### src/design/misc_sysctl_pkg.sv
// register offsets, field positions, reset values and carrier types
// for the miscellaneous system control register bank.
// assumes an 8-bit special function register bus inside the core.
package misc_sysctl_pkg;

    // ****************************************************************
    // register offsets
    // ****************************************************************
    localparam logic [7:0] ADDR_TIMER_CLOCK_SELECT = 8'h8E;
    localparam logic [7:0] ADDR_PORT_ONE_LATCH = 8'h90;
    localparam logic [7:0] ADDR_PORT_TWO_LATCH = 8'hA0;
    localparam logic [7:0] ADDR_AUX_FUNCTION_CONTROL = 8'hA2;
    localparam logic [7:0] ADDR_EDGE_DETECT_CONTROL = 8'hA3;

    // ****************************************************************
    // field positions
    // ****************************************************************
    localparam int TIMER_ONE_PRESCALE_SEL_BIT = 4;
    localparam int TIMER_ZERO_PRESCALE_SEL_BIT = 3;
    localparam int EDGE_EVENT_FLAG_BIT = 7;
    localparam int BROWNOUT_OFF_BIT = 6;
    localparam int BROWNOUT_IRQ_MODE_BIT = 5;
    localparam int LOWPOWER_BROWNOUT_BIT = 4;
    localparam int SOFT_CHIP_RESET_BIT = 3;
    localparam int CONVERTER_POWER_ON_BIT = 2;
    localparam int SQUARE_WAVE_ON_BIT = 1;
    localparam int PORT_TWO_WIDTH = 2;
    localparam int EDGE_CHANNELS = 3;

    // ****************************************************************
    // reset values and counts
    // ****************************************************************
    localparam logic [7:0] TIMER_CLOCK_SELECT_RST = 8'h00;
    localparam logic [7:0] AUX_FUNCTION_CONTROL_RST = 8'h00;
    localparam logic [7:0] EDGE_DETECT_CONTROL_RST = 8'h00;
    localparam logic [7:0] PORT_ONE_LATCH_RST = 8'hFF;
    localparam logic [1:0] PORT_TWO_LATCH_RST = 2'h3;
    localparam logic [3:0] PRESCALE_SLOW_DIV = 4'hC;
    localparam logic [3:0] PRESCALE_FAST_DIV = 4'h4;
    localparam logic [2:0] FILTER_DIV_CNT_RST = 3'h0;

    // ****************************************************************
    // carrier types
    // ****************************************************************
    typedef struct packed {
        logic pulseOutputTwo;
        logic comparatorInputPin;
        logic resetInputPin;
        logic extIrqOne;
        logic converterTriggerPin;
        logic extIrqZero;
        logic timerZeroPin;
    } port_one_alt_in_t;

    typedef struct packed {
        logic detectorOn;
        logic lowPower;
        logic keepRcOsc;
        logic chipReset;
        logic irqRequest;
    } brownout_ctl_t;

endpackage : misc_sysctl_pkg

### src/design/edge_input_filter.sv
// glitch filter for the edge inputs, sampled on a divided clock enable.
// assumes the raw inputs are already synchronous to sys_clk.
`timescale 1ns/100ps
`default_nettype none
module edge_input_filter
    import misc_sysctl_pkg::*;
#(
    parameter int CHANNELS = 3
)(
    // clock and reset
    input wire logic sys_clk,
    input wire logic reset_n,
    // control
    input wire logic [1:0] filterDiv,
    // levels
    input wire logic [CHANNELS-1:0] rawIn,
    output logic [CHANNELS-1:0] filtered
);

    // ****************************************************************
    // filter clock enable: divide by 1, 2, 4 or 8
    // ****************************************************************
    logic [2:0] divCnt_r;
    logic [2:0] divLimit;
    logic filterTick;

    assign divLimit = 3'((4'h1 << filterDiv) - 4'h1);
    // >= so a smaller code chosen mid-count cannot stall the enable
    assign filterTick = (divCnt_r >= divLimit);

    always_ff @(posedge sys_clk or negedge reset_n)
    begin
        if (!reset_n)
            divCnt_r <= FILTER_DIV_CNT_RST;
        else if (filterTick)
            divCnt_r <= FILTER_DIV_CNT_RST;
        else
            divCnt_r <= divCnt_r + 3'h1;
    end

    // ****************************************************************
    // per channel: two agreeing samples move the filtered level
    // ****************************************************************
    genvar ch;
    generate
        for (ch = 0; ch < CHANNELS; ch++)
        begin : g_chan
            logic sample_r;
            logic level_r;
            always_ff @(posedge sys_clk or negedge reset_n)
            begin
                if (!reset_n)
                begin
                    sample_r <= 1'b1;
                    level_r <= 1'b1;
                end
                else if (filterTick)
                begin
                    sample_r <= rawIn[ch];
                    if (rawIn[ch] == sample_r)
                        level_r <= rawIn[ch];
                end
            end
            assign filtered[ch] = level_r;
        end
    endgenerate

    AST_FILTER_DIV8: assert property (@(posedge sys_clk) disable iff (!reset_n)
        (filterTick && filterDiv == 2'h3) ##1 (filterDiv == 2'h3) [*8]
        |-> filterTick && $past(!filterTick))
        else $error("filter enable not one in eight");

endmodule : edge_input_filter
`default_nettype wire

### src/design/misc_system_control_regs.sv
// special function register bank: timer prescale select, two ports,
// auxiliary control and edge-detect control.
// assumes a core bus that presents one access per cycle and a pin pad
// with pull-ups, so a released pin reads high.
//
// Contract
// - timer one ticks every 12 clocks when select clear, every 4 when set
// - ordinary port read returns the pin levels
// - read-modify-write port read returns the output latch
// - all port pins released while power-on reset holds
// - after reset each latch loads from the reset-level strap
// - port one pins carry the listed alternate functions
// - port two has bits 1 and 0 only, upper bits reserved
// - enabled edge on port one pins 0 to 2 sets the edge flag
// - edge flag stays set until software writes it to zero
// - brownout off bit clear enables detector, set switches it off
// - brownout resets chip unless interrupt mode bit set
// - low-power bit selects reduced-power brownout detector running
// - power-down with brownout enabled keeps RC oscillator running
// - writing one to soft reset bit resets the chip
// - converter power bit powers converter when one
// - square-wave enable drives square wave onto port one bit 0
// - edge control holds filter select and per-input trigger, enable
// - filter clock is oscillator over 1, 2, 4 or 8
// - trigger bit zero falling only, one both edges
// - enable bit one makes the pin an edge source
`timescale 1ns/100ps
`default_nettype none
module misc_system_control_regs
    import misc_sysctl_pkg::*;
(
    // clock and reset
    input wire logic sys_clk,
    input wire logic reset_n,
    // register bus
    input wire logic [7:0] sfrAddr,
    input wire logic sfrWrEn,
    input wire logic [7:0] sfrWrData,
    input wire logic sfrRdEn,
    input wire logic sfrRmw,
    output logic [7:0] sfrRdData,
    output logic sfrRdHit,
    // configuration strap
    input wire logic resetPortLevelCfg,
    // port one pins
    input wire logic [7:0] portOnePinIn,
    output logic [7:0] portOnePinOut,
    output logic [7:0] portOnePinOe,
    // port two pins
    input wire logic [PORT_TWO_WIDTH-1:0] portTwoPinIn,
    output logic [PORT_TWO_WIDTH-1:0] portTwoPinOut,
    output logic [PORT_TWO_WIDTH-1:0] portTwoPinOe,
    // peripheral alternate outputs
    input wire logic [7:0] periphAltOut,
    input wire logic [7:0] periphAltEn,
    input wire logic squareWaveIn,
    input wire logic clockOutSrc,
    input wire logic clockOutEn,
    // alternate inputs to peripherals
    output port_one_alt_in_t portOneAltIn,
    output logic crystalClockLevel,
    // timer prescale enables
    output logic timerZeroTick,
    output logic timerOneTick,
    // brownout and power
    input wire logic brownoutFlag,
    input wire logic powerDownMode,
    output brownout_ctl_t brownoutCtl,
    output logic converterPowerOn,
    output logic softChipReset
);

    // ****************************************************************
    // register state
    // ****************************************************************
    logic [7:0] timerClockSelect_r;
    logic [7:0] portOneLatch_r;
    logic [PORT_TWO_WIDTH-1:0] portTwoLatch_r;
    logic [7:0] auxFunctionControl_r;
    logic [7:0] edgeDetectControl_r;
    logic edgeEventFlag_r;
    logic edgeEventFlag_nxt;
    logic latchLoaded_r;
    logic [EDGE_CHANNELS-1:0] edgeLevel;
    logic [EDGE_CHANNELS-1:0] edgePrev_r;
    logic [EDGE_CHANNELS-1:0] edgeHitVec;
    logic edgeHit;
    logic [1:0] timerTick;
    logic [1:0] timerSel;
    logic [7:0] portOneValue;
    logic [PORT_TWO_WIDTH-1:0] portTwoValue;
    logic brownoutOff;
    logic brownoutIrqMode;
    logic lowpowerBrownout;
    logic squareWaveOn;
    logic [1:0] edgeFilterDiv;
    logic [EDGE_CHANNELS-1:0] edgeBothEdges;
    logic [EDGE_CHANNELS-1:0] edgeOn;

    logic wrCkSel;
    logic wrPortOne;
    logic wrPortTwo;
    logic wrAux;
    logic wrEdge;

    assign wrCkSel = sfrWrEn && (sfrAddr == ADDR_TIMER_CLOCK_SELECT);
    assign wrPortOne = sfrWrEn && (sfrAddr == ADDR_PORT_ONE_LATCH);
    assign wrPortTwo = sfrWrEn && (sfrAddr == ADDR_PORT_TWO_LATCH);
    assign wrAux = sfrWrEn && (sfrAddr == ADDR_AUX_FUNCTION_CONTROL);
    assign wrEdge = sfrWrEn && (sfrAddr == ADDR_EDGE_DETECT_CONTROL);

    assign brownoutOff = auxFunctionControl_r[BROWNOUT_OFF_BIT];
    assign brownoutIrqMode = auxFunctionControl_r[BROWNOUT_IRQ_MODE_BIT];
    assign lowpowerBrownout = auxFunctionControl_r[LOWPOWER_BROWNOUT_BIT];
    assign squareWaveOn = auxFunctionControl_r[SQUARE_WAVE_ON_BIT];
    assign edgeFilterDiv = edgeDetectControl_r[7:6];
    assign edgeBothEdges = {edgeDetectControl_r[5], edgeDetectControl_r[3],
        edgeDetectControl_r[1]};
    assign edgeOn = {edgeDetectControl_r[4], edgeDetectControl_r[2],
        edgeDetectControl_r[0]};

    // ****************************************************************
    // control registers
    // ****************************************************************
    always_ff @(posedge sys_clk or negedge reset_n)
    begin
        if (!reset_n)
            timerClockSelect_r <= TIMER_CLOCK_SELECT_RST;
        else if (wrCkSel)
            timerClockSelect_r <= sfrWrData & 8'h18;
    end

    // soft reset bit is a strobe, never stored; flag handled apart
    always_ff @(posedge sys_clk or negedge reset_n)
    begin
        if (!reset_n)
            auxFunctionControl_r <= AUX_FUNCTION_CONTROL_RST;
        else if (wrAux)
            auxFunctionControl_r <= sfrWrData & 8'h76;
    end

    always_ff @(posedge sys_clk or negedge reset_n)
    begin
        if (!reset_n)
            edgeDetectControl_r <= EDGE_DETECT_CONTROL_RST;
        else if (wrEdge)
            edgeDetectControl_r <= sfrWrData;
    end

    // ****************************************************************
    // port latches: strap loaded at the first edge after release
    // ****************************************************************
    always_ff @(posedge sys_clk or negedge reset_n)
    begin
        if (!reset_n)
            latchLoaded_r <= 1'b0;
        else
            latchLoaded_r <= 1'b1;
    end

    always_ff @(posedge sys_clk or negedge reset_n)
    begin
        if (!reset_n)
        begin
            portOneLatch_r <= PORT_ONE_LATCH_RST;
            portTwoLatch_r <= PORT_TWO_LATCH_RST;
        end
        else if (!latchLoaded_r)
        begin
            portOneLatch_r <= {8{resetPortLevelCfg}};
            portTwoLatch_r <= {PORT_TWO_WIDTH{resetPortLevelCfg}};
        end
        else
        begin
            if (wrPortOne)
                portOneLatch_r <= sfrWrData;
            if (wrPortTwo)
                portTwoLatch_r <= sfrWrData[PORT_TWO_WIDTH-1:0];
        end
    end

    // ****************************************************************
    // pin drive: latch gates the alternate output, low is driven,
    // high is left to the pull-up so the pin stays readable
    // ****************************************************************
    always_comb
    begin
        portOneValue = portOneLatch_r;
        for (int i = 0; i < 8; i++)
        begin
            if (periphAltEn[i])
                portOneValue[i] = portOneLatch_r[i] & periphAltOut[i];
        end
        if (squareWaveOn)
            portOneValue[0] = portOneLatch_r[0] & squareWaveIn;
        portTwoValue = portTwoLatch_r;
        if (clockOutEn)
            portTwoValue[0] = portTwoLatch_r[0] & clockOutSrc;
    end

    always_ff @(posedge sys_clk or negedge reset_n)
    begin
        if (!reset_n)
        begin
            portOnePinOut <= 8'hFF;
            portOnePinOe <= 8'h00;
            portTwoPinOut <= 2'h3;
            portTwoPinOe <= 2'h0;
        end
        else
        begin
            portOnePinOut <= portOneValue;
            portTwoPinOut <= portTwoValue;
            // released until the latch holds its strap value
            portOnePinOe <= latchLoaded_r ? ~portOneValue : 8'h00;
            portTwoPinOe <= latchLoaded_r ? ~portTwoValue : 2'h0;
        end
    end

    // ****************************************************************
    // alternate pin inputs toward the peripherals
    // ****************************************************************
    always_ff @(posedge sys_clk or negedge reset_n)
    begin
        if (!reset_n)
        begin
            portOneAltIn <= '1;
            crystalClockLevel <= 1'b0;
        end
        else
        begin
            portOneAltIn.pulseOutputTwo <= portOnePinIn[7];
            portOneAltIn.comparatorInputPin <= portOnePinIn[6];
            portOneAltIn.resetInputPin <= portOnePinIn[5];
            portOneAltIn.extIrqOne <= portOnePinIn[4];
            portOneAltIn.converterTriggerPin <= portOnePinIn[4];
            portOneAltIn.extIrqZero <= portOnePinIn[3];
            portOneAltIn.timerZeroPin <= portOnePinIn[2];
            crystalClockLevel <= portTwoPinIn[1];
        end
    end

    // ****************************************************************
    // register read: pins for plain reads, latch for read-modify-write
    // ****************************************************************
    always_ff @(posedge sys_clk or negedge reset_n)
    begin
        if (!reset_n)
        begin
            sfrRdData <= 8'h00;
            sfrRdHit <= 1'b0;
        end
        else if (sfrRdEn)
        begin
            sfrRdHit <= 1'b1;
            case (sfrAddr)
                ADDR_TIMER_CLOCK_SELECT: sfrRdData <= timerClockSelect_r;
                ADDR_PORT_ONE_LATCH:
                    sfrRdData <= sfrRmw ? portOneLatch_r
                        : portOnePinIn;
                ADDR_PORT_TWO_LATCH:
                    sfrRdData <= {6'h00, sfrRmw ? portTwoLatch_r
                        : portTwoPinIn};
                ADDR_AUX_FUNCTION_CONTROL:
                    sfrRdData <= auxFunctionControl_r
                        | {edgeEventFlag_r, 7'h00};
                ADDR_EDGE_DETECT_CONTROL: sfrRdData <= edgeDetectControl_r;
                default:
                begin
                    sfrRdData <= 8'h00;
                    sfrRdHit <= 1'b0;
                end
            endcase
        end
        else
            sfrRdHit <= 1'b0;
    end

    // ****************************************************************
    // timer prescalers
    // ****************************************************************
    assign timerSel[0] = timerClockSelect_r[TIMER_ZERO_PRESCALE_SEL_BIT];
    assign timerSel[1] = timerClockSelect_r[TIMER_ONE_PRESCALE_SEL_BIT];

    genvar t;
    generate
        for (t = 0; t < 2; t++)
        begin : g_prescale
            logic [3:0] cnt_r;
            logic [3:0] limit;
            assign limit = timerSel[t] ? PRESCALE_FAST_DIV
                : PRESCALE_SLOW_DIV;
            assign timerTick[t] = (cnt_r >= limit - 4'h1);
            always_ff @(posedge sys_clk or negedge reset_n)
            begin
                if (!reset_n)
                    cnt_r <= 4'h0;
                else if (timerTick[t])
                    cnt_r <= 4'h0;
                else
                    cnt_r <= cnt_r + 4'h1;
            end
        end
    endgenerate

    assign timerZeroTick = timerTick[0];
    assign timerOneTick = timerTick[1];

    // ****************************************************************
    // edge detection
    // ****************************************************************
    edge_input_filter #(
        .CHANNELS(EDGE_CHANNELS)
    ) u_filter (
        .sys_clk(sys_clk),
        .reset_n(reset_n),
        .filterDiv(edgeFilterDiv),
        .rawIn(portOnePinIn[EDGE_CHANNELS-1:0]),
        .filtered(edgeLevel)
    );

    always_ff @(posedge sys_clk or negedge reset_n)
    begin
        if (!reset_n)
            edgePrev_r <= '1;
        else
            edgePrev_r <= edgeLevel;
    end

    assign edgeHitVec = edgeOn & ((edgePrev_r & ~edgeLevel)
        | (edgeBothEdges & ~edgePrev_r & edgeLevel));
    assign edgeHit = |edgeHitVec;

    // a new edge wins over a clearing write in the same cycle
    always_comb
    begin
        edgeEventFlag_nxt = edgeEventFlag_r;
        if (wrAux)
            edgeEventFlag_nxt = sfrWrData[EDGE_EVENT_FLAG_BIT];
        if (edgeHit)
            edgeEventFlag_nxt = 1'b1;
    end

    always_ff @(posedge sys_clk or negedge reset_n)
    begin
        if (!reset_n)
            edgeEventFlag_r <= 1'b0;
        else
            edgeEventFlag_r <= edgeEventFlag_nxt;
    end

    // ****************************************************************
    // brownout, converter and soft reset controls
    // ****************************************************************
    always_ff @(posedge sys_clk or negedge reset_n)
    begin
        if (!reset_n)
        begin
            brownoutCtl <= '0;
            softChipReset <= 1'b0;
            converterPowerOn <= 1'b0;
        end
        else
        begin
            brownoutCtl.detectorOn <= !brownoutOff;
            brownoutCtl.lowPower <= !brownoutOff && lowpowerBrownout;
            brownoutCtl.keepRcOsc <= !brownoutOff && powerDownMode;
            brownoutCtl.chipReset <= !brownoutOff && brownoutFlag
                && !brownoutIrqMode;
            brownoutCtl.irqRequest <= !brownoutOff && brownoutFlag
                && brownoutIrqMode;
            softChipReset <= wrAux && sfrWrData[SOFT_CHIP_RESET_BIT];
            converterPowerOn <= auxFunctionControl_r[CONVERTER_POWER_ON_BIT];
        end
    end

    // ****************************************************************
    // checks
    // ****************************************************************
    AST_T1_SLOW_GAP: assert property (@(posedge sys_clk) disable iff (!reset_n)
        (timerOneTick && !timerSel[1]) ##1 !timerSel[1] [*8]
        ##1 !timerSel[1] [*3] |=> timerOneTick
        && !$past(timerOneTick, 4) && !$past(timerOneTick, 8))
        else $error("timer one slow tick not every twelve");
    AST_T0_FAST: assert property (@(posedge sys_clk) disable iff (!reset_n)
        (timerZeroTick && timerSel[0]) ##1 timerSel[0] [*4]
        |-> timerZeroTick && !$past(timerZeroTick))
        else $error("timer zero fast tick not every four");
    AST_READ_PINS: assert property (@(posedge sys_clk) disable iff (!reset_n)
        sfrRdEn && !sfrRmw && sfrAddr == ADDR_PORT_ONE_LATCH
        |=> sfrRdData == $past(portOnePinIn))
        else $error("port read did not return pins");
    AST_READ_LATCH: assert property (@(posedge sys_clk) disable iff (!reset_n)
        sfrRdEn && sfrRmw && sfrAddr == ADDR_PORT_ONE_LATCH
        |=> sfrRdData == $past(portOneLatch_r))
        else $error("rmw read did not return latch");
    AST_RELEASED: assert property (@(posedge sys_clk) disable iff (!reset_n)
        $rose(latchLoaded_r) |-> portOnePinOe == 8'h00
        && portTwoPinOe == 2'h0)
        else $error("pin driven before latch load");
    AST_STRAP_LOAD: assert property (@(posedge sys_clk) disable iff (!reset_n)
        reset_n && !latchLoaded_r
        |=> portOneLatch_r == {8{$past(resetPortLevelCfg)}})
        else $error("latch not loaded from strap");
    AST_EDGE_SET: assert property (@(posedge sys_clk) disable iff (!reset_n)
        edgeHit |=> edgeEventFlag_r ##1 (edgeEventFlag_r || $past(wrAux)))
        else $error("edge did not set flag");
    AST_FLAG_HOLD: assert property (@(posedge sys_clk) disable iff (!reset_n)
        edgeEventFlag_r && !wrAux |=> edgeEventFlag_r)
        else $error("edge flag cleared by hardware");
    AST_BO_RESET: assert property (@(posedge sys_clk) disable iff (!reset_n)
        brownoutFlag && !brownoutOff && !brownoutIrqMode && !wrAux
        |=> brownoutCtl.chipReset && !brownoutCtl.irqRequest)
        else $error("brownout did not request reset");
    AST_SOFT_RESET: assert property (@(posedge sys_clk) disable iff (!reset_n)
        wrAux && sfrWrData[SOFT_CHIP_RESET_BIT]
        |=> softChipReset ##1 (!softChipReset || $past(wrAux)))
        else $error("soft reset pulse wrong");
    AST_SQUARE_WAVE: assert property (@(posedge sys_clk) disable iff (!reset_n)
        squareWaveOn && latchLoaded_r && portOneLatch_r[0]
        |=> portOnePinOut[0] == $past(squareWaveIn))
        else $error("square wave not on pin");

endmodule : misc_system_control_regs
`default_nettype wire

### config.mk
export PLATFORM = sky130hd
export DESIGN_NAME = misc_system_control_regs
export DESIGN_NICKNAME = d
export VERILOG_FILES = /design/src/design/misc_sysctl_pkg.sv /design/src/design/edge_input_filter.sv /design/src/design/misc_system_control_regs.sv
export SDC_FILE = /design/constraint.sdc
export NUM_CORES = 1
export LEC_CHECK = 0
export ABC_AREA = 1
export BUFFER_PORTS_ARGS = -buffer_cell sky130_fd_sc_hd__buf_2
export CORE_MARGIN = 5
export CORE_UTILIZATION = 56
export DETAILED_ROUTE_END_ITERATION = 8
export PLACE_DENSITY = 0.85
export SKIP_LAST_GASP = 1
export SLEW_MARGIN = 20
export SYNTH_ARGS = -nofsm -noshare
export SYNTH_HDL_FRONTEND = slang
export SYNTH_SLANG_ARGS = --single-unit
### constraint.sdc
create_clock -name sys_clk -period 4.5 [get_ports sys_clk]
set_input_delay 0.45 -clock sys_clk [delete_from_list [all_inputs] [get_ports sys_clk]]
set_output_delay 0.45 -clock sys_clk [all_outputs]
set_load 0.02 [all_outputs]
# [Word level (Yosys, flattened, before mapping)]
# Index checks and enable logic that the tools add are counted.
[totals] reg_bits=90 input_bits=53 output_inout_bits=46 wordCells=124
[op_classes] add_sub_neg=6 magnitude_cmp=3 eq_ne=10 shift=1 muxes=28 n_bitwise=20 reduce_logical=19
[op_table] cell="$eq 8x8->1 const B" n=5
[op_table] cell="$pmux 8 s5" n=1
[op_table] cell="$mux 8" n=4
[op_table] cell="$mux 4" n=4
[op_table] cell="$mux 1" n=14
[op_table] cell="$and 3x3->3" n=4
[op_table] cell="$logic_and 1x1->1" n=11
[op_table] cell="$and 1x1->1" n=10
[op_table] cell="$add 4x1->4 const B" n=2
[op_table] cell="$ge 4x4->1" n=2
[op_table] cell="$mux 2" n=4
[op_table] cell="$not 8->8" n=1
[op_table] cell="$or 7x8->8" n=1
[op_table] cell="$sub 4x1->4 const B" n=2
[op_table] cell="$not 3->3" n=2
[op_table] cell="$reduce_and 2->1" n=3
[op_table] cell="$reduce_or 5->1" n=1
[op_table] cell="$ne 2x1->1 const B" n=2
[op_table] cell="$add 3x1->3 const B" n=1
[op_table] cell="$eq 1x1->1" n=3
[op_table] cell="$ge 3x3->1" n=1
[op_table] cell="$mux 3" n=1
[op_table] cell="$or 3x3->3" n=1
[op_table] cell="$reduce_or 3->1" n=1
[op_table] cell="other kinds (5)" n=6

# [Longest topological paths before layout]
# Gate-level depths: netlist of run 1.
[depth] ltp_word=7 ltp_mapped=9 mapped_depth_nobuf=9

# [Modules after synthesis]
# From an unflattened synthesis of run 1, not the netlist that was laid out.
[hier_totals] hier_cells=448 hier_area_um2=4073.9
[modules_own_cells] module="misc_system_control_regs" instances=1 cells_per_inst=391 area_per_inst_um2=3533.4 seq_area_each_um2=2063.2
[modules_own_cells] module="edge_input_filter" instances=1 cells_per_inst=57 area_per_inst_um2=540.5 seq_area_each_um2=232.7

# [Worst setup path after synthesis of run 1]
# No wires, ideal clock.
[synth_path] path_kind="register to register" from="reg edgeDetectControl_r[7]" to="reg u_filter.g_chan[0].level_r" setup_time_ps=86 arrival_ps=1347 t_required_ps=4414 setup_slack_ps=3066 path_stages_with_launch=9 path_buffers=0 period_less_slack_ps=1434 cell_sequence="dfrtp_1 -> inv_1 -> nand2_1 -> ha_1 -> nand3_1 -> nand3_1 -> inv_1 -> o21ai_0 -> o21ai_0"
[synth_between] elab_chain_cells=4
[synth_rtl] element="start, declared" line="misc_system_control_regs.sv:80" rtl="logic [7:0] edgeDetectControl_r;"
[synth_rtl] element="start signal, assigned" line="misc_system_control_regs.sv:147" rtl="edgeDetectControl_r <= sfrWrData;"
[synth_rtl] element="$shl 1x2->3" line="edge_input_filter.sv:27" rtl="assign divLimit = 3'((4'h1 << filterDiv) - 4'h1);"
[synth_rtl] element="$sub 3x1->3" line="edge_input_filter.sv:27"
[synth_rtl] element="$ge 3x3->1" line="edge_input_filter.sv:29" rtl="assign filterTick = (divCnt_r >= divLimit);"
[synth_rtl] element="$reduce_and 2->1 (no line)"
[synth_rtl] element="end signal, assigned" line="edge_input_filter.sv:61" rtl="level_r <= rawIn[ch];"
[synth_rtl] element="end, declared" line="edge_input_filter.sv:49" rtl="logic level_r;"
# Every way passes these cells.
# A chain may end at the register's enable or synchronous reset.

# [Worst setup path after layout of run 1]
[layout_path] from="reg g_prescale[1].cnt_r[0]" to="out timerOneTick"
[layout_between] elab_chain_cells=1
[layout_rtl] element="start, declared" line="misc_system_control_regs.sv:289" rtl="logic [3:0] cnt_r;"
[layout_rtl] element="start signal, assigned" line="misc_system_control_regs.sv:301" rtl="cnt_r <= cnt_r + 4'h1;"
[layout_rtl] element="$ge 4x4->1" line="misc_system_control_regs.sv:293" rtl="assign timerTick[t] = (cnt_r >= limit - 4'h1);"
[layout_rtl] element="end, declared" line="misc_system_control_regs.sv:64" rtl="output logic timerOneTick,"
# Every way passes these cells.

==> impl_metrics.csv, run 1 <==
group,metric,value,unit
timing,relSlewSlack,47.8,%
synthesis,ys_top_cells_by_count,"nand2_1 (97), inv_1 (64), dfrtp_1 (55)",
worst_setup_path,reg2reg_depth,8,
route,drc,0,
worst_setup_path,endpoint_kind,"output pin",
status,outcome,"complete, no violations",
synthesis,synth_seq_cells,90,
global_routing,grt_util_all_layers,21.6,%
floorplanning,rows,30,
cells_and_area,diodes,0,
worst_setup_path,startpoint_type,"register",
clock_network,ctsHoldBuffers,0,
timing,tightest_slew,0.783,ns
synthesis,syn_nets,499,
timing,fin_crit,2.01,ns
synthesis,yosys-top-cells-area,"dfrtp_1 (35%), dfstp_2 (23%), nand2_1 (9.2%)",
floorplanning,initial_core_util,57.7,%
floorplanning,core,0.00683,mm^2
cells_and_area,fillers,557,
placed_design,place.gp.congestion,0.851,
pwr,pwr-share-comb,20.8,%
worst_setup_path,cp.arrival,1.56,ns
cells_and_area,drive_above_1_share,30.9,%
route,vias,3273,
synthesis,synth_cell_types,29,
pwr,p_leak,0.00255,uW
global_routing,antenna_found_initial,0,
timing,min_period_over_period,44.6,%
pwr,internal_power,1470,uW
clock_network,root_buffer,"clkbuf_8",
clock_network,htree_levels,3,
job,drv_cap,0,
floorplanning,die_area,0.00882,mm^2
timing,fin_setup_tns,0,ns
global_routing,grt_pass1_vias,3229,
worst_setup_path,crit_required,4.05,ns
route,antenna_left,0,
clock_network,clk_pin_slew,0.08,ns
timing,rsz0062_at_grt,"false",
synthesis,syn_inst,438,
worst_setup_path,path_class,"register to output pin",
clock_network,cts_tree,"done",
global_routing,grt_pass1_wl,14.8,mm
floorplanning,die_y,93.9,um
synthesis,synth_top_flop_cell,"dfrtp_1",
pwr,peakVddDrop,0.259,mV
timing,hold_ws,0.130,ns
floorplanning,die_x,93.9,um
placed_design,dp_hpwl,6.74,mm
pwr,seqPwrFrac,50.7,%
global_routing,grt_start_max_net_pins,91,
synthesis,synth_top_area_cell,"dfrtp_1",
synthesis,synth_top_area_share,34.9,%
route,wl_per_cell,14.2,um
clock_network,post_cts_buffers,0,
pwr,p_per_area,448,mW/mm^2
route,drt_pass1_iterations,5,
cells_and_area,syn2layout_area_growth,19.6,%
cells_and_area,fin_nets,597,
clock_network,worstSkewPairLatency,0.35,ns
synthesis,mappedNetlistArea,0.00394,mm^2
worst_hold_path,hp-class,"input port to async pin",
timing,finalMaxSlewViolations,0,
cells_and_area,postLayoutCoreUtil,69.0,%
synthesis,seq_area_frac_synth,58.2,%
pwr,swShare,30.3,%
floorplanning,io_pins,99,
pwr,switchingPower,640,uW
route,drt_wl_total,9.04,mm
synthesis,syn_area_per_cell,9.00,um^2
synthesis,synthArstFlopShare,100,%
placed_design,numPortBuffers,98,
timing,final_hold_viol_count,0,
timing,setup_viol,0,
synthesis,yosysMostFrequentCell,"nand2_1",
timing,skew,0.00752,ns
global_routing,overflow,0,
route,viasPerCell,5.14,
route,drtIter0Drc,205,
clock_network,cts.path.max_buffers,2,
synthesis,synth-edff-count,0,
pwr,p_clk_share,28.5,%
synthesis,synth_warnings,0,
clock_network,cts_resized,0,
timing,fmax,498,MHz
worst_setup_path,critPathMaxFanout,5,
clock_network,cts_made_buffers,9,
clock_network,clock-sinks,90,
[final timing paths]
| check | end | slack [ns] | startpoint |
|---|---|---|---|
| worst max-delay path | timerOneTick | 2.49 | g_prescale[1].cnt_r[0] |
| worst min-delay path | u_filter.divCnt_r[2] | 0.13 | reset_n |
| worst max register to register | u_filter.g_chan[0].level_r | 2.81 | edgeDetectControl_r[7] |
| worst min register to register | converterPowerOn | 0.38 | auxFunctionControl_r[2] |
| max in group asynchronous | edgeDetectControl_r[7] | 3.81 | reset_n |
| min in group sys_clk | portOneAltIn[1] | 0.20 | portOnePinIn[3] |
[final cells by class]
type	instances	area, um^2	area share (%)
inverters	67	251	5.33
multi-input cells	270	1330	28.2
repair buffers	98	497	10.5
clock inverters	4	75.1	1.59
well taps	96	120	2.55
flip-flops and latches	90	2300	48.7
clock buffers	12	145	3.08
[cells in the final DEF (no fill, tap or decap), types with 2 or more instances in the layout]
cell        synthesis  final
inv_2               3      3
clkinvlp_4          0      2
clkbuf_1            4      2
xor2_1              2      2
dfrtp_1            55     55
buf_2               2     97
nand2_1            97     97
o21ai_0            46     46
bufinv_16           0      2
clkbuf_8            0     10
dfstp_2            35     35
nor2_4              3      3
o21ai_1             7      7
o21ai_2             2      2
inv_1              64     64
o21a_1              3      3
nor2_1             38     38
nand3_1            30     30
nor2_2              2      2
a21oi_1            17     17
ha_1                8      8
nand2_2             7      7
nor3_1              2      2
[critical path: stages (launching register included)]
cell     delay [ns]
dfrtp_1        0.40
ha_1           0.23
o21ai_0        0.20
nand2_1        0.18
buf_2          0.20
[state kept, by name (all words and copies together), names as in the netlist, 2 cells and up]
register and count:
portOnePinOut 8, u_filter.g_chan.level_r 3, timerClockSelect_r 2, portOneLatch_r 8, portTwoPinOe 2, g_prescale.cnt_r 8
auxFunctionControl_r 5, sfrRdData 8, portOneAltIn 6, u_filter.divCnt_r 3, portTwoPinOut 2, portOnePinOe 8
edgePrev_r 3, brownoutCtl 5, u_filter.g_chan.sample_r 3, portTwoLatch_r 2, edgeDetectControl_r 8
[cell families (layout without fill, tap and decap cells)]
logic type                 after synthesis  in the layout  share of synthesized area, %
buffers and inverters                   78            181                          8.00
adders and majority gates                8              8                          2.54
DFF                                     90             90                          58.2
other                                    1              1                        0.0951
xor gates and xnor gates                 3              3                         0.667
and+or+nand+nor                        182            182                          20.2
AOI/OAI and AO/OA                       76             76                          10.3
[power groups by stage]
stage               clock network, uW  logic [uW]  registers (uW)
floorplan                           0         274            1090
detailed placement                  0         439            1090
global placement                    0         414            1070
CTS                               607         444            1070
finish                            602         439            1070
global route                      646         520            1090
[routing by layer]
metal	routed length, um	vias to the layer above	global-route usage, %
met1	3720	1579	27.2
met5	0	-	0
met3	464	22	3.93
met4	212	0	9.27
li1	-	1560	-
met2	4640	112	36.3
[stage by stage]
step           worst slack (ns)  cell area, um^2  instances  total power [uW]
2_1_floorplan              3.07             3940        438              1370
3_3_place_gp               2.71             4490        621              1490
3_5_place_dp               2.62             4490        621              1520
4_1_cts                    2.46             4710        637              2120
5_1_grt                    2.37             4720        637              2250
6_report                   2.49             4720        637              2110
(Power assumes the default switching activity.)
==> inputs of run 2 (changes only) <==
ABC_AREA = 0   (was 1)
CORE_UTILIZATION = 47   (was 56)
PLACE_DENSITY = 0.77   (was 0.85)
clock period = 1.8 ns   (was 4.5 ns; I/O delays follow)
==> impl_metrics.csv, run 2 <==
group,metric,value,unit
status,outcome,"complete, no violations",
synthesis,synth-edff-count,0,
cells_and_area,drive_above_1_share,42.8,%
floorplanning,initial_core_util,47.6,%
global_routing,use_met2,30.0,%
route,drt_wl_total,8.64,mm
synthesis,seq_area_frac_synth,59.5,%
worst_setup_path,setup.worst_path.end,"u_filter.g_chan[0].sample_r",
route,vias,2821,
placed_design,numPortBuffers,98,
worst_setup_path,rr_startpoint,"edgeDetectControl_r[7]",
synthesis,synth_top_area_cell,"dfrtp_1",
global_routing,use_met3,3.88,%
timing,worst_slack,0.125,ns
route,drc,0,
synthesis,synth_cell_types,52,
global_routing,busiest_layer,"met2",
global_routing,grt_util_met1,22.8,%
synthesis,synthArstFlopShare,100,%
synthesis,syn_nets,379,
cells_and_area,final_common_cell,"buf_2",
timing,setup_viol,0,
synthesis,syn_inst,318,
route,wl_per_cell,15.5,um
synthesis,yosysMostFrequentCell,"dfrtp_1",
clock_network,cts.path.max_buffers,2,
worst_setup_path,crit_start,"edgeDetectControl_r[7]",
timing,finalMaxSlewViolations,0,
floorplanning,die_y,101,um
clock_network,worstSkewPairLatency,0.36,ns
placed_design,dp_hpwl,6.53,mm
cells_and_area,syn2layout_area_growth,26.9,%
synthesis,ys_top_cells_by_count,"dfrtp_1 (55), dfstp_2 (35), nor2_1 (27)",
worst_setup_path,crit_required,2.09,ns
cells_and_area,fillers,647,
timing,fin_crit,1.68,ns
timing,hold_ws,0.0236,ns
global_routing,overflow,0,
floorplanning,io_pins,99,
floorplanning,rows,33,
worst_setup_path,critPathMaxFanout,5,
clock_network,cts_made_buffers,9,
floorplanning,die_area,0.0101,mm^2
worst_setup_path,timing.rr.end,"u_filter.g_chan[0].sample_r",
synthesis,yosys-top-cells-area,"dfrtp_1 (36%), dfstp_2 (24%), mux2i_1 (3.9%)",
route,viasPerCell,5.07,
synthesis,synth_top_flop_cell,"dfrtp_1",
synthesis,syn_area_per_cell,12.1,um^2
timing,relSlewSlack,60.5,%
placed_design,place.gp.congestion,0.926,
worst_setup_path,reg2reg_depth,6,
pwr,peakVddDrop,0.438,mV
route,antenna_left,0,
global_routing,grt_pass1_wl,14.4,mm
timing,min_period_over_period,93.1,%
placed_design,pre_cts_slack,0.0394,ns
route,drtIter0Drc,80,
cells_and_area,fin_nets,507,
clock_network,root_buffer,"clkbuf_8",
floorplanning,core,0.00809,mm^2
placed_design,placed_area,0.00451,mm^2
clock_network,clk_pin_slew,0.08,ns
route,drt_pass1_iterations,4,
worst_setup_path,cp.arrival,1.96,ns
worst_setup_path,startpoint_type,"register",
clock_network,htree_levels,3,
timing,skew,0.00652,ns
job,drv_cap,0,
global_routing,antenna_found_initial,0,
worst_setup_path,endpoint_kind,"register",
synthesis,synth_top_area_share,35.7,%
worst_hold_path,min_from,"periphAltEn[5]",
global_routing,grt_start_max_net_pins,39,
global_routing,grt_pass1_vias,2948,
timing,rsz0062_at_grt,"false",
synthesis,synth_seq_cells,90,
clock_network,clock-sinks,90,
synthesis,mappedNetlistArea,0.00386,mm^2
pwr,p_leak,0.00240,uW
worst_setup_path,path_class,"register to register",
cells_and_area,diodes,0,
cells_and_area,fin_area,0.00489,mm^2
worst_setup_path,reg2reg_slack,0.12,ns
pwr,p_per_area,950,mW/mm^2
timing,fmax,597,MHz
floorplanning,die_x,101,um
cells_and_area,final_cell_mix,"buf_2 (98), dfrtp_1 (55), dfstp_2 (35)",
global_routing,grt_util_all_layers,18.1,%
worst_hold_path,hp-class,"input port to register",
clock_network,cts_tree,"done",
timing,tightest_slew,0.590,ns
timing,final_hold_viol_count,0,
timing,fin_setup_tns,0,ns
synthesis,synth_warnings,0,
==> run 2: cells by family (layout without fill, tap and decap cells) <==
logic type | Yosys count | in the layout | share of synthesized area, %
buffers and inverters | 34 | 167 | 4.02
XOR/XNOR | 5 | 5 | 1.14
flip-flops | 90 | 90 | 59.5
AO/OA/AOI/OAI | 66 | 66 | 11.1
adder cells (fa/ha/maj) | 8 | 8 | 2.60
AND/OR/NAND/NOR | 80 | 80 | 11.3
multiplexers | 34 | 34 | 10.2
other | 1 | 1 | 0.0972
==> run 2: area by class of cell <==
type / count / area (um^2) / share of cell area, %
inverter: 23 / 86.3 / 1.76
multi-input combinational: 194 / 1420 / 28.9
timing repair buffer: 128 / 772 / 15.8
tap: 105 / 131 / 2.68
clock buffer: 9 / 124 / 2.53
sequential: 90 / 2300 / 46.9
clock inverter: 7 / 70.1 / 1.43
==> run 2: what timing repair did <==
action / in CTS / in global routing
resized for setup: 0 / 2
setup endpoints to repair: 0 / 3
hold endpoints to repair: 30 / 0
hold buffers: 16 / 0
setup buffers: 0 / 1
==> run 2: worst min-delay path by stage <==
| stage | to | slack (ns) | depth (start not counted) |
|---|---|---|---|
| 5_1_grt | portOnePinOut[5] | 0.02 | 2 |
| 6_report | portOnePinOut[5] | 0.02 | 2 |
| 3_3_place_gp | portOnePinOe[6] | 0.17 | 1 |
| 3_5_place_dp | portOnePinOe[6] | 0.17 | 1 |
| 2_1_floorplan | auxFunctionControl_r[1] | -0.12 | 0 |
| 4_1_cts | portOnePinOut[5] | 0.01 | 2 |
==> run 2: per-layer routing <==
layer | up-vias | share of wire, %
met1 | 1365 | 42
met2 | 88 | 49
met3 | 16 | 7.0
li1 | 1352 | -
met5 | - | 0
met4 | 0 | 2.0
==> run 2: where the power goes <==
group	switching (uW)	total, uW	internal [uW]
registers	143	2470	2320
clock network	692	1330	635
logic	481	857	375
==> run 2: metrics by stage <==
step           power, uW  cells  utilization [%]
4_1_cts             4690    554             60.2
5_1_grt             4920    556             60.5
3_5_place_dp        3330    522             55.8
3_3_place_gp        3290    522             55.8
2_1_floorplan       3000    318                -
6_report            4650    556             60.5
==> run 2: critical path, stage by stage (launching register included) <==
cell     delay, ns
dfrtp_1       0.38
or2_2         0.30
ha_1          0.27
nor2b_1       0.05
o21ai_2       0.14
buf_6         0.14
mux2_2        0.32
==> inputs of run 3 (changes only) <==
SYNTH_HIERARCHICAL = 1   (was not set)
==> impl_metrics.csv, run 3 <==
group,metric,value,unit
status,outcome,"complete, no violations",
cells_and_area,fillers,675,
route,drt_wl_total,8.61,mm
cells_and_area,diodes,0,
worst_setup_path,path_cells,"or2_2 -> ha_1 -> nor2b_4 -> o21ai_2 -> buf_4 -> a21oi_1 -> a21oi_1",
worst_setup_path,critical-path-max-stage-delay,0.41,ns
floorplanning,die_y,101,um
floorplanning,core,0.00809,mm^2
synthesis,synth_cell_types,48,
clock_network,post_cts_buffers,0,
global_routing,grt_start_max_net_pins,32,
clock_network,clk_pin_slew,0.08,ns
timing,skew,0.00893,ns
pwr,p_leak,0.00237,uW
synthesis,yosysMostFrequentCell,"dfrtp_1",
global_routing,grt_util_all_layers,17.7,%
synthesis,syn_inst,327,
worst_setup_path,path_class,"register to register",
worst_setup_path,crit_start,"edgeDetectControl_r[6]",
pwr,p_per_area,973,mW/mm^2
route,vias,2798,
timing,fmax,606,MHz
synthesis,synthArstFlopShare,100,%
floorplanning,die_x,101,um
timing,relSlewSlack,63.3,%
placed_design,place.gp.congestion,0.903,
clock_network,worstSkewPairLatency,0.35,ns
global_routing,overflow,0,
synthesis,yosys-top-cells-area,"dfrtp_1 (36%), dfstp_2 (24%), mux2_2 (5.3%)",
route,drtIter0Drc,100,
global_routing,grt_pass1_vias,2825,
worst_setup_path,cp_slowest_cell,"dfrtp_1",
cells_and_area,fin_nets,507,
route,viasPerCell,5.03,
cells_and_area,final_cell_mix,"buf_2 (97), dfrtp_1 (55), dfstp_2 (35)",
clock_network,root_buffer,"clkbuf_8",
cells_and_area,final_common_cell,"buf_2",
worst_setup_path,critPathMaxFanout,11,
synthesis,synth_warnings,6,
cells_and_area,syn2layout_area_growth,25.2,%
route,wl_per_cell,15.5,um
timing,final_hold_viol_count,0,
timing,fin_crit,1.65,ns
cells_and_area,fin_area,0.00482,mm^2
synthesis,seq_area_frac_synth,59.6,%
timing,finalMaxSlewViolations,0,
placed_design,numPortBuffers,98,
route,antenna_left,0,
floorplanning,io_pins,99,
worst_setup_path,cp.arrival,1.93,ns
worst_setup_path,cp_top_family,"simple AND/OR/NAND/NOR gates",
clock_network,htree_levels,3,
worst_setup_path,cp_num_buf_inv,1,
clock_network,cts_made_buffers,9,
global_routing,antenna_found_initial,0,
synthesis,synth_top_flop_cell,"dfrtp_1",
worst_hold_path,hp-class,"input port to register",
worst_setup_path,startpoint_type,"register",
floorplanning,die_area,0.0101,mm^2
synthesis,synth_top_area_share,35.7,%
cells_and_area,postLayoutCoreUtil,59.6,%
synthesis,syn_area_per_cell,11.8,um^2
timing,min_period_over_period,91.7,%
cells_and_area,regArea,0.00230,mm^2
clock_network,cts_tree,"done",
timing,tightest_slew,0.549,ns
worst_hold_path,min_from,"periphAltEn[4]",
route,drc,0,
pwr,total_power,4690,uW
synthesis,synth-edff-count,0,
timing,setup_viol,0,
placed_design,placed_area,0.00450,mm^2
placed_design,dp_hpwl,6.69,mm
cells_and_area,multi_input_comb_area,0.00140,mm^2
job,drv_cap,0,
clock_network,cts.path.max_buffers,2,
floorplanning,rows,33,
worst_setup_path,endpoint_kind,"register",
timing,fin_setup_tns,0,ns
timing,rsz0062_at_grt,"false",
route,drt_pass1_iterations,4,
worst_setup_path,crit_required,2.08,ns
synthesis,syn_nets,388,
clock_network,clock-sinks,90,
worst_setup_path,rr_startpoint,"edgeDetectControl_r[6]",
timing,hold_ws,0.0124,ns
synthesis,mappedNetlistArea,0.00385,mm^2
cells_and_area,drive_above_1_share,42.1,%
synthesis,ys_top_cells_by_count,"dfrtp_1 (55), dfstp_2 (35), nor2_1 (29)",
synthesis,synth_seq_cells,90,
pwr,peakVddDrop,0.519,mV
synthesis,synth_top_area_cell,"dfrtp_1",
floorplanning,initial_core_util,47.6,%
global_routing,grt_pass1_wl,13.9,mm
worst_setup_path,cpMostUsedCell,"a21oi_1",
==> run 3: final timing paths <==
| kind | to | slack (ns) | depth (start not counted) |
|---|---|---|---|
| worst max-delay path | u_filter/g_chan[0].level_r | 0.15 | 7 |
| worst min-delay path | portOnePinOut[4] | 0.01 | 2 |
| worst max register to register | u_filter/g_chan[0].level_r | 0.15 | 7 |
| worst min register to register | edgePrev_r[0] | 0.40 | 0 |
| max in group asynchronous | edgePrev_r[0] | 0.89 | 3 |
| min in group asynchronous | portOnePinOe[1] | 0.28 | 2 |
==> run 3: per-stage QoR <==
step / cells / worst slack, ns
2_1_floorplan: 327 / 0.265
3_3_place_gp: 528 / 0.0898
3_5_place_dp: 528 / 0.0642
4_1_cts: 556 / 0.116
5_1_grt: 556 / 0.0183
6_report: 556 / 0.150
==> run 3: worst reg2reg max path, cell delays in order, from the launching register on <==
cell and delay [ns]:
dfrtp_1 0.41, or2_2 0.30, ha_1 0.31, nor2b_4 0.13, o21ai_2 0.07, buf_4 0.17
a21oi_1 0.14, a21oi_1 0.05
==> run 3: layout make-up <==
cell class / count / area share [%]
flip-flops and latches: 90 / 47.6
multi-input cells: 201 / 28.9
repair buffers: 122 / 14.8
clock buffers: 10 / 2.85
well taps: 105 / 2.72
inverters: 22 / 1.71
clock inverters: 6 / 1.35
==> run 3: logic make-up after synthesis <==
family	count (synthesis)	share of synthesized area (%)
compound gates	73	11.9
xor+xnor	5	1.14
fa+ha+maj	8	2.60
buf+inv	36	4.22
flops	90	59.6
mux	33	9.16
other cells	1	0.0973
simple gates	81	11.3
==> run 3: timing repair <==
item                                   4_1_cts  5_1_grt
gates resized for setup                      0        0
endpoints found under the hold margin       27        0
hold buffers                                12        0
==> run 3: routing by layer <==
metal | GRT usage [%] | vias up | routed length (um)
li1 | - | 1357 | -
met1 | 22.8 | 1323 | 3610
met2 | 29.9 | 101 | 4250
met3 | 2.91 | 17 | 573
met4 | 6.74 | 0 | 182
met5 | 0 | - | 0
==> run 3: report_power, final <==
group          switching (uW)  internal, uW
Combinational             483           363
Clock                     693           682
Sequential                152          2320
Total                    1330          3370
